File: src/hdl/ctc_pkg.sv
// package: constants, control word fields and carrier types for the four channel counter timer
//
// How it works
// - bit0 set byte is a control word
// - bit0 clear at channel 0 is vector
// - bit2 set: next byte is time constant
// - constant zero counts as 256
// - no counting before a time constant
// - running count finishes before new constant
// - select pins form binary channel number
// - hard reset stops all, outputs idle
// - bit1 soft reset stops, needs new constant
// - bits1 and 2 halt until constant
// - bit7 enables interrupt at zero count
// - bit6 mode, bit5 prescale 16 or 256
// - slope change acts as an active edge
// - auto timer starts after setup delay
// - timer reloads at zero, runs on
// - triggered timer starts after trigger edge
// - vector: five stored bits, channel code, zero
// - enabled writes accepted, reads return count
// - trigger edge decrements or starts timer
// - write taken on wait clock edge
// - acknowledge drives vector when priority high
// - channels 0 to 2 pulse at zero
// - return opcode pair releases serviced channel
package ctc_pkg;
	localparam int NUM_CHAN       = 4;        // channel count
	localparam int BIT_CTRL       = 0;        // control word marker
	localparam int BIT_SWRST      = 1;        // software reset
	localparam int BIT_TC_NEXT    = 2;        // time constant follows
	localparam int BIT_EXT_TRIG   = 3;        // external trigger
	localparam int BIT_RISE       = 4;        // rising active edge
	localparam int BIT_DIV256     = 5;        // prescale by 256
	localparam int BIT_COUNTER    = 6;        // counter mode
	localparam int BIT_IRQ_EN     = 7;        // interrupt enable
	localparam logic [7:0] CTRL_RESET = 8'h00; // control after reset
	localparam logic [7:0] VEC_RESET  = 8'h00; // vector after reset
	localparam logic [7:0] OP_PREFIX  = 8'hED; // return opcode first byte
	localparam logic [7:0] OP_RETURN  = 8'h4D; // return opcode second byte
	localparam logic [7:0] PRE_MASK16 = 8'h0F; // prescaler mask for 16
	localparam logic [7:0] PRE_MASK256 = 8'hFF; // prescaler mask for 256
	localparam int SETUP_CYCLES   = 1;        // setup delay after write

	// one host bus cycle's strobes
	typedef struct packed {
		logic       io_request_n;
		logic       first_cycle_marker_n;
		logic       read_n;
		logic       chip_enable_n;
		logic [1:0] sel;
	} bus_s;
endpackage : ctc_pkg

File: src/hdl/ctc_top.sv
// four channel counter timer: host port, channels, interrupt daisy chain
`timescale 1ns/10ps
module ctc_top
(
	input  wire logic       CLK,
	input  wire logic       RST_N,
	input  wire logic [7:0] D_IN,
	output logic      [7:0] D_OUT,
	output logic            D_OE,
	input  wire logic       CHIP_ENABLE_N,
	input  wire logic       CHAN_SEL_HI,
	input  wire logic       CHAN_SEL_LO,
	input  wire logic       IO_REQUEST_N,
	input  wire logic       FIRST_CYCLE_MARKER_N,
	input  wire logic       READ_N,
	input  wire logic       AUTO_WAIT_CYCLE,
	input  wire logic [3:0] EXT_CLOCK_TRIGGER,
	output logic      [2:0] ZERO_COUNT_PULSE,
	output logic            IRQ_N_OUT,
	output logic            IRQ_OE,
	input  wire logic       PRIORITY_IN,
	output logic            PRIORITY_OUT
);
	localparam int N = ctc_pkg::NUM_CHAN;

	// state of a channel
	typedef enum { CH_IDLE, CH_WAIT_SETUP, CH_WAIT_TRIG, CH_RUN } chan_e;

	ctc_pkg::bus_s bus;                 // bundled host strobes
	logic [1:0]    chan;                // addressed channel
	logic          wr_take;             // write latched this cycle
	logic          rd_sel;              // read cycle in progress
	logic          ack;                 // interrupt acknowledge
	logic          ack_q;               // acknowledge seen last cycle
	logic [7:0]    ctrl      [N];       // channel control registers
	logic [7:0]    tc        [N];       // reload constants
	logic [7:0]    cnt       [N];       // down counters
	logic [7:0]    pre       [N];       // prescalers
	logic          tc_expect [N];       // next byte is a constant
	logic          tc_valid  [N];       // constant received
	logic          tc_new    [N];       // constant waits for zero
	chan_e         st        [N];       // channel state
	logic [3:0]    setup_cnt [N];       // start delay counter
	logic [3:0]    trg_s1;              // trigger sync stage 1
	logic [3:0]    trg_s2;              // trigger sync stage 2
	logic [3:0]    trg_s3;              // previous synced level
	logic [3:0]    edge_act;            // active edge this cycle
	logic [3:0]    slope_chg;           // slope change acts as edge
	logic [3:0]    dec;                 // decrement this cycle
	logic [3:0]    zero_hit;            // counter reaches zero
	logic [3:0]    pend;                // pending interrupt requests
	logic [3:0]    serv;                // channels under service
	logic [4:0]    vec_hi;              // upper vector bits
	logic          prefix_seen;         // first return byte decoded
	logic [1:0]    pick;                // winning channel code
	logic          any_pend;            // some request pending
	logic [2:0]    zc;                  // zero pulse register

	// highest priority set bit of a 4-bit vector, channel 0 first
	function automatic logic [1:0] first_set(input logic [3:0] v);
		if (v[0])      return 2'h0;
		else if (v[1]) return 2'h1;
		else if (v[2]) return 2'h2;
		else           return 2'h3;
	endfunction

	// bundle the strobes; select pins are a binary channel number
	always_comb
	begin
		bus.io_request_n         = IO_REQUEST_N;
		bus.first_cycle_marker_n = FIRST_CYCLE_MARKER_N;
		bus.read_n               = READ_N;
		bus.chip_enable_n        = CHIP_ENABLE_N;
		bus.sel                  = {CHAN_SEL_HI, CHAN_SEL_LO};
	end

	assign chan = bus.sel;
	// write taken on the wait cycle edge, never during acknowledge
	assign wr_take = !bus.io_request_n && !bus.chip_enable_n && bus.read_n
		&& bus.first_cycle_marker_n && AUTO_WAIT_CYCLE;
	assign rd_sel = !bus.io_request_n && !bus.chip_enable_n && !bus.read_n
		&& bus.first_cycle_marker_n;
	assign ack = !bus.io_request_n && !bus.first_cycle_marker_n;

	// trigger resynchroniser; stage one feeds only stage two
	always_ff @(posedge CLK)
	begin
		if (!RST_N)
		begin
			trg_s1 <= 4'h0;
			trg_s2 <= 4'h0;
			trg_s3 <= 4'h0;
		end
		else
		begin
			trg_s1 <= EXT_CLOCK_TRIGGER;
			trg_s2 <= trg_s1;
			trg_s3 <= trg_s2;
		end
	end

	// per channel edge, slope change and decrement decode
	always_comb
	begin
		for (int i = 0; i < N; i++)
		begin
			// rising or falling per control bit
			edge_act[i] = ctrl[i][ctc_pkg::BIT_RISE] ? (trg_s2[i] && !trg_s3[i])
				: (!trg_s2[i] && trg_s3[i]);
			// a control write flipping the slope counts as an edge
			slope_chg[i] = wr_take && chan == 2'(i) && D_IN[ctc_pkg::BIT_CTRL]
				&& !tc_expect[i] && !D_IN[ctc_pkg::BIT_SWRST]
				&& D_IN[ctc_pkg::BIT_RISE] != ctrl[i][ctc_pkg::BIT_RISE];
			if (st[i] != CH_RUN)
				dec[i] = 1'b0;
			else if (ctrl[i][ctc_pkg::BIT_COUNTER])
				dec[i] = edge_act[i] || slope_chg[i];
			else
				dec[i] = (pre[i] & (ctrl[i][ctc_pkg::BIT_DIV256] ? ctc_pkg::PRE_MASK256
					: ctc_pkg::PRE_MASK16)) == 8'h00;
			zero_hit[i] = dec[i] && cnt[i] == 8'h01;
		end
	end

	// control, constant and vector writes
	always_ff @(posedge CLK)
	begin
		if (!RST_N)
		begin
			vec_hi <= ctc_pkg::VEC_RESET[7:3];
			for (int i = 0; i < N; i++)
			begin
				ctrl[i]      <= ctc_pkg::CTRL_RESET;
				tc[i]        <= 8'h00;
				tc_expect[i] <= 1'b0;
			end
		end
		else if (wr_take)
		begin
			if (tc_expect[chan])
			begin
				tc[chan]        <= D_IN;
				tc_expect[chan] <= 1'b0;
			end
			else if (D_IN[ctc_pkg::BIT_CTRL])
			begin
				ctrl[chan]      <= D_IN;
				tc_expect[chan] <= D_IN[ctc_pkg::BIT_TC_NEXT];
			end
			else if (chan == 2'h0)
				vec_hi <= D_IN[7:3];
		end
	end

	// channel sequencing, prescaler and down counter
	always_ff @(posedge CLK)
	begin
		if (!RST_N)
		begin
			for (int i = 0; i < N; i++)
			begin
				st[i]        <= CH_IDLE;
				cnt[i]       <= 8'h00;
				pre[i]       <= 8'h00;
				tc_valid[i]  <= 1'b0;
				tc_new[i]    <= 1'b0;
				setup_cnt[i] <= 4'h0;
			end
		end
		else
		begin
			for (int i = 0; i < N; i++)
			begin
				if (wr_take && chan == 2'(i) && !tc_expect[i] && D_IN[ctc_pkg::BIT_CTRL]
					&& D_IN[ctc_pkg::BIT_SWRST])
				begin
					st[i]       <= CH_IDLE;
					tc_valid[i] <= 1'b0;
					tc_new[i]   <= 1'b0;
				end
				else if (wr_take && chan == 2'(i) && tc_expect[i] && st[i] != CH_RUN)
				begin
					tc_valid[i]  <= 1'b1;
					cnt[i]       <= D_IN;
					pre[i]       <= 8'h00;
					setup_cnt[i] <= 4'(ctc_pkg::SETUP_CYCLES);
					st[i]        <= CH_WAIT_SETUP;
				end
				else
				begin
					case (st[i])
						CH_IDLE: ; // no constant, no counting
						CH_WAIT_SETUP:
						begin
							if (setup_cnt[i] != 4'h0)
								setup_cnt[i] <= setup_cnt[i] - 4'h1;
							else if (ctrl[i][ctc_pkg::BIT_COUNTER])
								st[i] <= CH_RUN;
							else if (ctrl[i][ctc_pkg::BIT_EXT_TRIG])
								st[i] <= CH_WAIT_TRIG;
							else
								st[i] <= CH_RUN;
						end
						CH_WAIT_TRIG:
							if (edge_act[i] || slope_chg[i])
								st[i] <= CH_RUN;
						CH_RUN:
						begin
							if (!ctrl[i][ctc_pkg::BIT_COUNTER])
								pre[i] <= pre[i] + 8'h01;
							if (dec[i])
							begin
								if (zero_hit[i])
								begin
									cnt[i]    <= tc[i];
									tc_new[i] <= 1'b0;
								end
								else
									cnt[i] <= cnt[i] - 8'h01;
							end
						end
						default: st[i] <= CH_IDLE;
					endcase
					// a constant for a running channel must not stall the count
					if (wr_take && chan == 2'(i) && tc_expect[i])
						tc_new[i] <= 1'b1;
				end
			end
		end
	end

	// zero count pulses for channels 0 to 2
	always_ff @(posedge CLK)
	begin
		if (!RST_N)
			zc <= 3'h0;
		else
			zc <= zero_hit[2:0];
	end
	assign ZERO_COUNT_PULSE = zc;

	assign any_pend = |pend;
	assign pick     = first_set(pend);

	// interrupt pending and service state; requests frozen during acknowledge
	always_ff @(posedge CLK)
	begin
		if (!RST_N)
		begin
			pend        <= 4'h0;
			serv        <= 4'h0;
			prefix_seen <= 1'b0;
			ack_q       <= 1'b0;
		end
		else
		begin
			ack_q <= ack;
			for (int i = 0; i < N; i++)
			begin
				if (!ctrl[i][ctc_pkg::BIT_IRQ_EN])
					pend[i] <= 1'b0;
				else if (zero_hit[i] && bus.first_cycle_marker_n)
					pend[i] <= 1'b1;
				else if (ack && !ack_q && PRIORITY_IN && any_pend && pick == 2'(i))
				begin
					pend[i] <= 1'b0;
					serv[i] <= 1'b1;
				end
			end
			// return opcode pair releases the top serviced channel
			if (!bus.first_cycle_marker_n && bus.read_n == 1'b0 && bus.io_request_n)
			begin
				prefix_seen <= (D_IN == ctc_pkg::OP_PREFIX);
				if (prefix_seen && D_IN == ctc_pkg::OP_RETURN && PRIORITY_IN && serv != 4'h0)
					serv[first_set(serv)] <= 1'b0;
			end
		end
	end

	// daisy chain outputs: open drain request, priority pass through
	assign IRQ_N_OUT    = 1'b0;
	assign IRQ_OE       = RST_N && any_pend;
	assign PRIORITY_OUT = PRIORITY_IN && (serv == 4'h0 || !RST_N);

	// read data and vector drive registered
	always_ff @(posedge CLK)
	begin
		if (!RST_N)
		begin
			D_OUT <= 8'h00;
			D_OE  <= 1'b0;
		end
		else if (ack && PRIORITY_IN && any_pend)
		begin
			D_OUT <= {vec_hi, pick, 1'b0};
			D_OE  <= 1'b1;
		end
		else if (rd_sel)
		begin
			D_OUT <= cnt[chan];
			D_OE  <= 1'b1;
		end
		else if (!ack)
			D_OE <= 1'b0;
	end

	// auto timer is running by the third edge after the constant write
	auto_start_a: assert property (@(posedge CLK) disable iff (!RST_N)
		(wr_take && chan == 2'h0 && tc_expect[0] && st[0] != CH_RUN
		&& !ctrl[0][ctc_pkg::BIT_COUNTER] && !ctrl[0][ctc_pkg::BIT_EXT_TRIG])
		|-> ##3 st[0] == CH_RUN)
		else $error("auto timer did not start");
	new_const_wait_a: assert property (@(posedge CLK) disable iff (!RST_N)
		(tc_new[0] && dec[0] && !zero_hit[0] && !wr_take) |=> cnt[0] == $past(cnt[0]) - 8'h01)
		else $error("new constant cut the count short");
	zero_reload_a: assert property (@(posedge CLK) disable iff (!RST_N)
		zero_hit[1] |=> cnt[1] == $past(tc[1]))
		else $error("reload at zero missing");
	idle_hold_a: assert property (@(posedge CLK) disable iff (!RST_N)
		!tc_valid[2] |-> st[2] != CH_RUN)
		else $error("counting without constant");
	zc_pulse_a: assert property (@(posedge CLK) disable iff (!RST_N)
		zero_hit[0] |=> ZERO_COUNT_PULSE[0] ##1 (!ZERO_COUNT_PULSE[0] || $past(zero_hit[0])))
		else $error("zero pulse wrong");
	soft_reset_a: assert property (@(posedge CLK) disable iff (!RST_N)
		(wr_take && chan == 2'h0 && !tc_expect[0] && D_IN[0] && D_IN[1])
		|=> st[0] == CH_IDLE && !tc_valid[0])
		else $error("soft reset did not stop");
	vec_form_a: assert property (@(posedge CLK) disable iff (!RST_N)
		(ack && PRIORITY_IN && any_pend) |=> D_OE && D_OUT[0] == 1'b0
		&& D_OUT[2:1] == $past(pick) && D_OUT[7:3] == $past(vec_hi))
		else $error("vector malformed");
	irq_gate_a: assert property (@(posedge CLK) disable iff (!RST_N)
		!ctrl[3][ctc_pkg::BIT_IRQ_EN] |=> !pend[3])
		else $error("disabled channel requests");
	read_count_a: assert property (@(posedge CLK) disable iff (!RST_N)
		(rd_sel && !ack) |=> D_OE && D_OUT == $past(cnt[chan]))
		else $error("read value wrong");
endmodule // ctc_top

File: config.mk
export PLATFORM = sky130hd
export DESIGN_NAME = ctc_top
export DESIGN_NICKNAME = d
export VERILOG_FILES = /design/src/hdl/ctc_pkg.sv /design/src/hdl/ctc_top.sv
export SDC_FILE = /design/constraint.sdc
export NUM_CORES = 1
export LEC_CHECK = 0
export BUFFER_PORTS_ARGS = -buffer_cell sky130_fd_sc_hd__buf_2
export CAP_MARGIN = 20
export CORE_ASPECT_RATIO = 0.6
export CORE_MARGIN = 3
export CORE_UTILIZATION = 41
export CTS_BUF_LIST = sky130_fd_sc_hd__clkbuf_16
export DETAILED_ROUTE_END_ITERATION = 16
export PLACE_DENSITY = 0.62
export SETUP_SLACK_MARGIN = 0.4
export SLEW_MARGIN = 10
export SYNTH_ARGS = -nofsm -noshare
export SYNTH_HDL_FRONTEND = slang
export SYNTH_SLANG_ARGS = --single-unit
File: constraint.sdc
create_clock -name CLK -period 7.3 [get_ports CLK]
set_input_delay 1.825 -clock CLK [delete_from_list [all_inputs] [get_ports CLK]]
set_output_delay 1.825 -clock CLK [all_outputs]
set_load 0.01 [all_outputs]
==> metrics <==
status=finished clean; share of cells above drive strength 1=0.0937; Root Driver=clkbuf_16; Worst slew margin=0.302; worst skew pair latency=0.45 ns; Netlist cell types=69; peak supply drop=0.147 mV; power per cell area=210 nW/um^2; syn avg cell area=10.3 um^2; DR vias=7253; post-synth top area share=0.440; die width=204 um; max frequency=0.226 GHz; Worst R2R Path Depth=5; TritonCTS clock tree=built; Setup crit start kind=primary input; Max-Cap Viols=0; Post-CTS Setup Bufs=0; I/O Pins=37; clock sink count=183; Total Routing Usage GR=0.204; non-filler cells, final=1269; Initial Util=0.427; Port-buffer cells=35; Async SR Flop Fraction=0; Site Rows=42; sequential area share after synthesis=0.527; post-DP HPWL=18.5 mm; Tcrit/Tclk final=0.607; Hold Crit Depth=1; top_reg_cell synth=edfxtp_1; Inst Count DP=1235; CP max FO=22; DR vias/cell=5.72; most common cell after layout, fill and taps aside=edfxtp_1; Mapped Cells=932; CP Capture Type=output port; CP Class=in2out; Tmin final=4.43 ns; Critical Path RT=5.48 ns; global route overflow=0; placed cell areas=10000 um^2; Pleak=0.00403 uW; Area Growth Syn to Fin=9.86%; hold crit path type=reg2reg; DR DRC count=0; count of final max-slew check failures=0; CP arrival=2.61 ns; core area=22500 um^2; Synth Cell Area=9630 um^2; Initial DRT Pass Iterations=5; hold slack=0.435 ns; number of global-route vias before repair=6607; RSZ-0062 raised after global routing=false; TritonCTS buffer count=17; CTS H-Tree Depth=4; DIE AREA=25400 um^2; Final Hold Viols=0; Post-DRT Antenna Nets=0; nets=993; commonest cells after routing, fill and taps aside=edfxtp_1, nor2_1, nand2_1; dominant cell type by area after synthesis=edfxtp_1; final setup fails=0; wire per inst=20.2 um; post_cts resized=0; CTS clk-pin slew, worst paths=0.06 ns; Fin Clk Skew=0.0155 ns; Worst Max-Slew Pin Slew=1.03 ns; Yosys reg bits=183; final setup TNS=0 ns; Syn. warnings=0; Die Ht=125 um; largest net degree at the start of global routing=30; ANT cells=0; hold_buf cts=0; EDFF count, synth=141; Routed Wire Length=25.6 mm; antenna violations before repair=1; final core occ=0.469; Clock Path Buffers=2; 1st-iter DRT viols=828; post-route cell area=10600 um^2; routability cong.=0.878; dominant cells by area after synthesis=edfxtp_1, dfxtp_1, nor2_1, and3_1, ha_1; Post-Syn Nets=977; first-pass GRT wire length=39.3 mm
worst max-delay path, cell delays in order:
cell and delay, ns:
buf_2 0.40, a21boi_0 0.19, buf_2 0.18
logic make-up after synthesis:
family	synth area share
AOI/OAI and AO/OA	0.113
xor gates and xnor gates	0.0473
adders and majority gates	0.0299
buffers and inverters	0.0353
DFF	0.527
muxes	0.0358
other	0.000389
and+or+nand+nor	0.211
cell usage after synthesis, drive strengths merged, types with 6 or more instances:
library cell and instances:
buf 11, xnor2 28, o31ai 8, o21ai 25, a31oi 11, and3 48, or3 10, nand3 38
xor2 24, nor2b 7, nor3 27, nand2b 19, a22o 6, nor4 7, nor2 126, mux4 9
dfxtp 42, a21oi 42, and2 27, mux2i 12, clkbuf 34, o41ai 6, ha 23, inv 41
nand2 66, a22oi 11, edfxtp 141
area by class of cell:
| class | count | area (um^2) |
|---|---|---|
| fill | 2053 | 12000 |
| sequential | 183 | 5070 |
| multi-input combinational | 662 | 4220 |
| clock buffer | 17 | 425 |
| tap | 308 | 385 |
| timing repair buffer | 42 | 223 |
| inverter | 42 | 158 |
| clock inverter | 15 | 98.8 |
through the flow:
| stage | power, uW | setup WS (ns) |
|---|---|---|
| after floorplan | 1330 | 2.98 |
| after global placement | 1390 | 2.60 |
| after detailed placement | 1390 | 2.48 |
| after CTS | 2230 | 2.88 |
| after global routing | 2300 | 2.75 |
| final | 2220 | 2.87 |
metal layers:
metal | up-vias | global-route usage | part of all wire
met5 | - | 0 | 0.00051
met4 | 2 | 0.0663 | 0.016
met3 | 36 | 0.0522 | 0.11
met2 | 363 | 0.248 | 0.37
met1 | 3434 | 0.336 | 0.50
li1 | 3418 | - | -
power by group:
group / internal [uW] / switching [uW] / total (uW) / leakage (uW)
combinational: 61.2 / 113 / 175 / 0.00195
sequential: 1160 / 40.2 / 1200 / 0.00180
clock: 457 / 388 / 845 / 0.000276
total: 1680 / 542 / 2220 / 0.00403
registers in the layout (all words and copies together), names as in the netlist, 5 cells and up:
signal	count
vec_hi	5
setup_cnt	16
pre	32
cnt	32
tc	32
D_OUT	8
st	8
ctrl	20
worst paths after layout:
kind	from	to	slack (ns)
worst max-delay path	RST_N	PRIORITY_OUT	2.87
worst min-delay path	trg_s1[1]$_SDFF_PN0_	trg_s2[1]$_SDFF_PN0_	0.43
worst max register to register	tc_expect[3]$_DFFE_PP_	cnt[0][4]$_SDFFCE_PN0P_	4.51
worst min register to register	trg_s1[1]$_SDFF_PN0_	trg_s2[1]$_SDFF_PN0_	0.43
No activity file was read; power rests on OpenSTA's default activity.
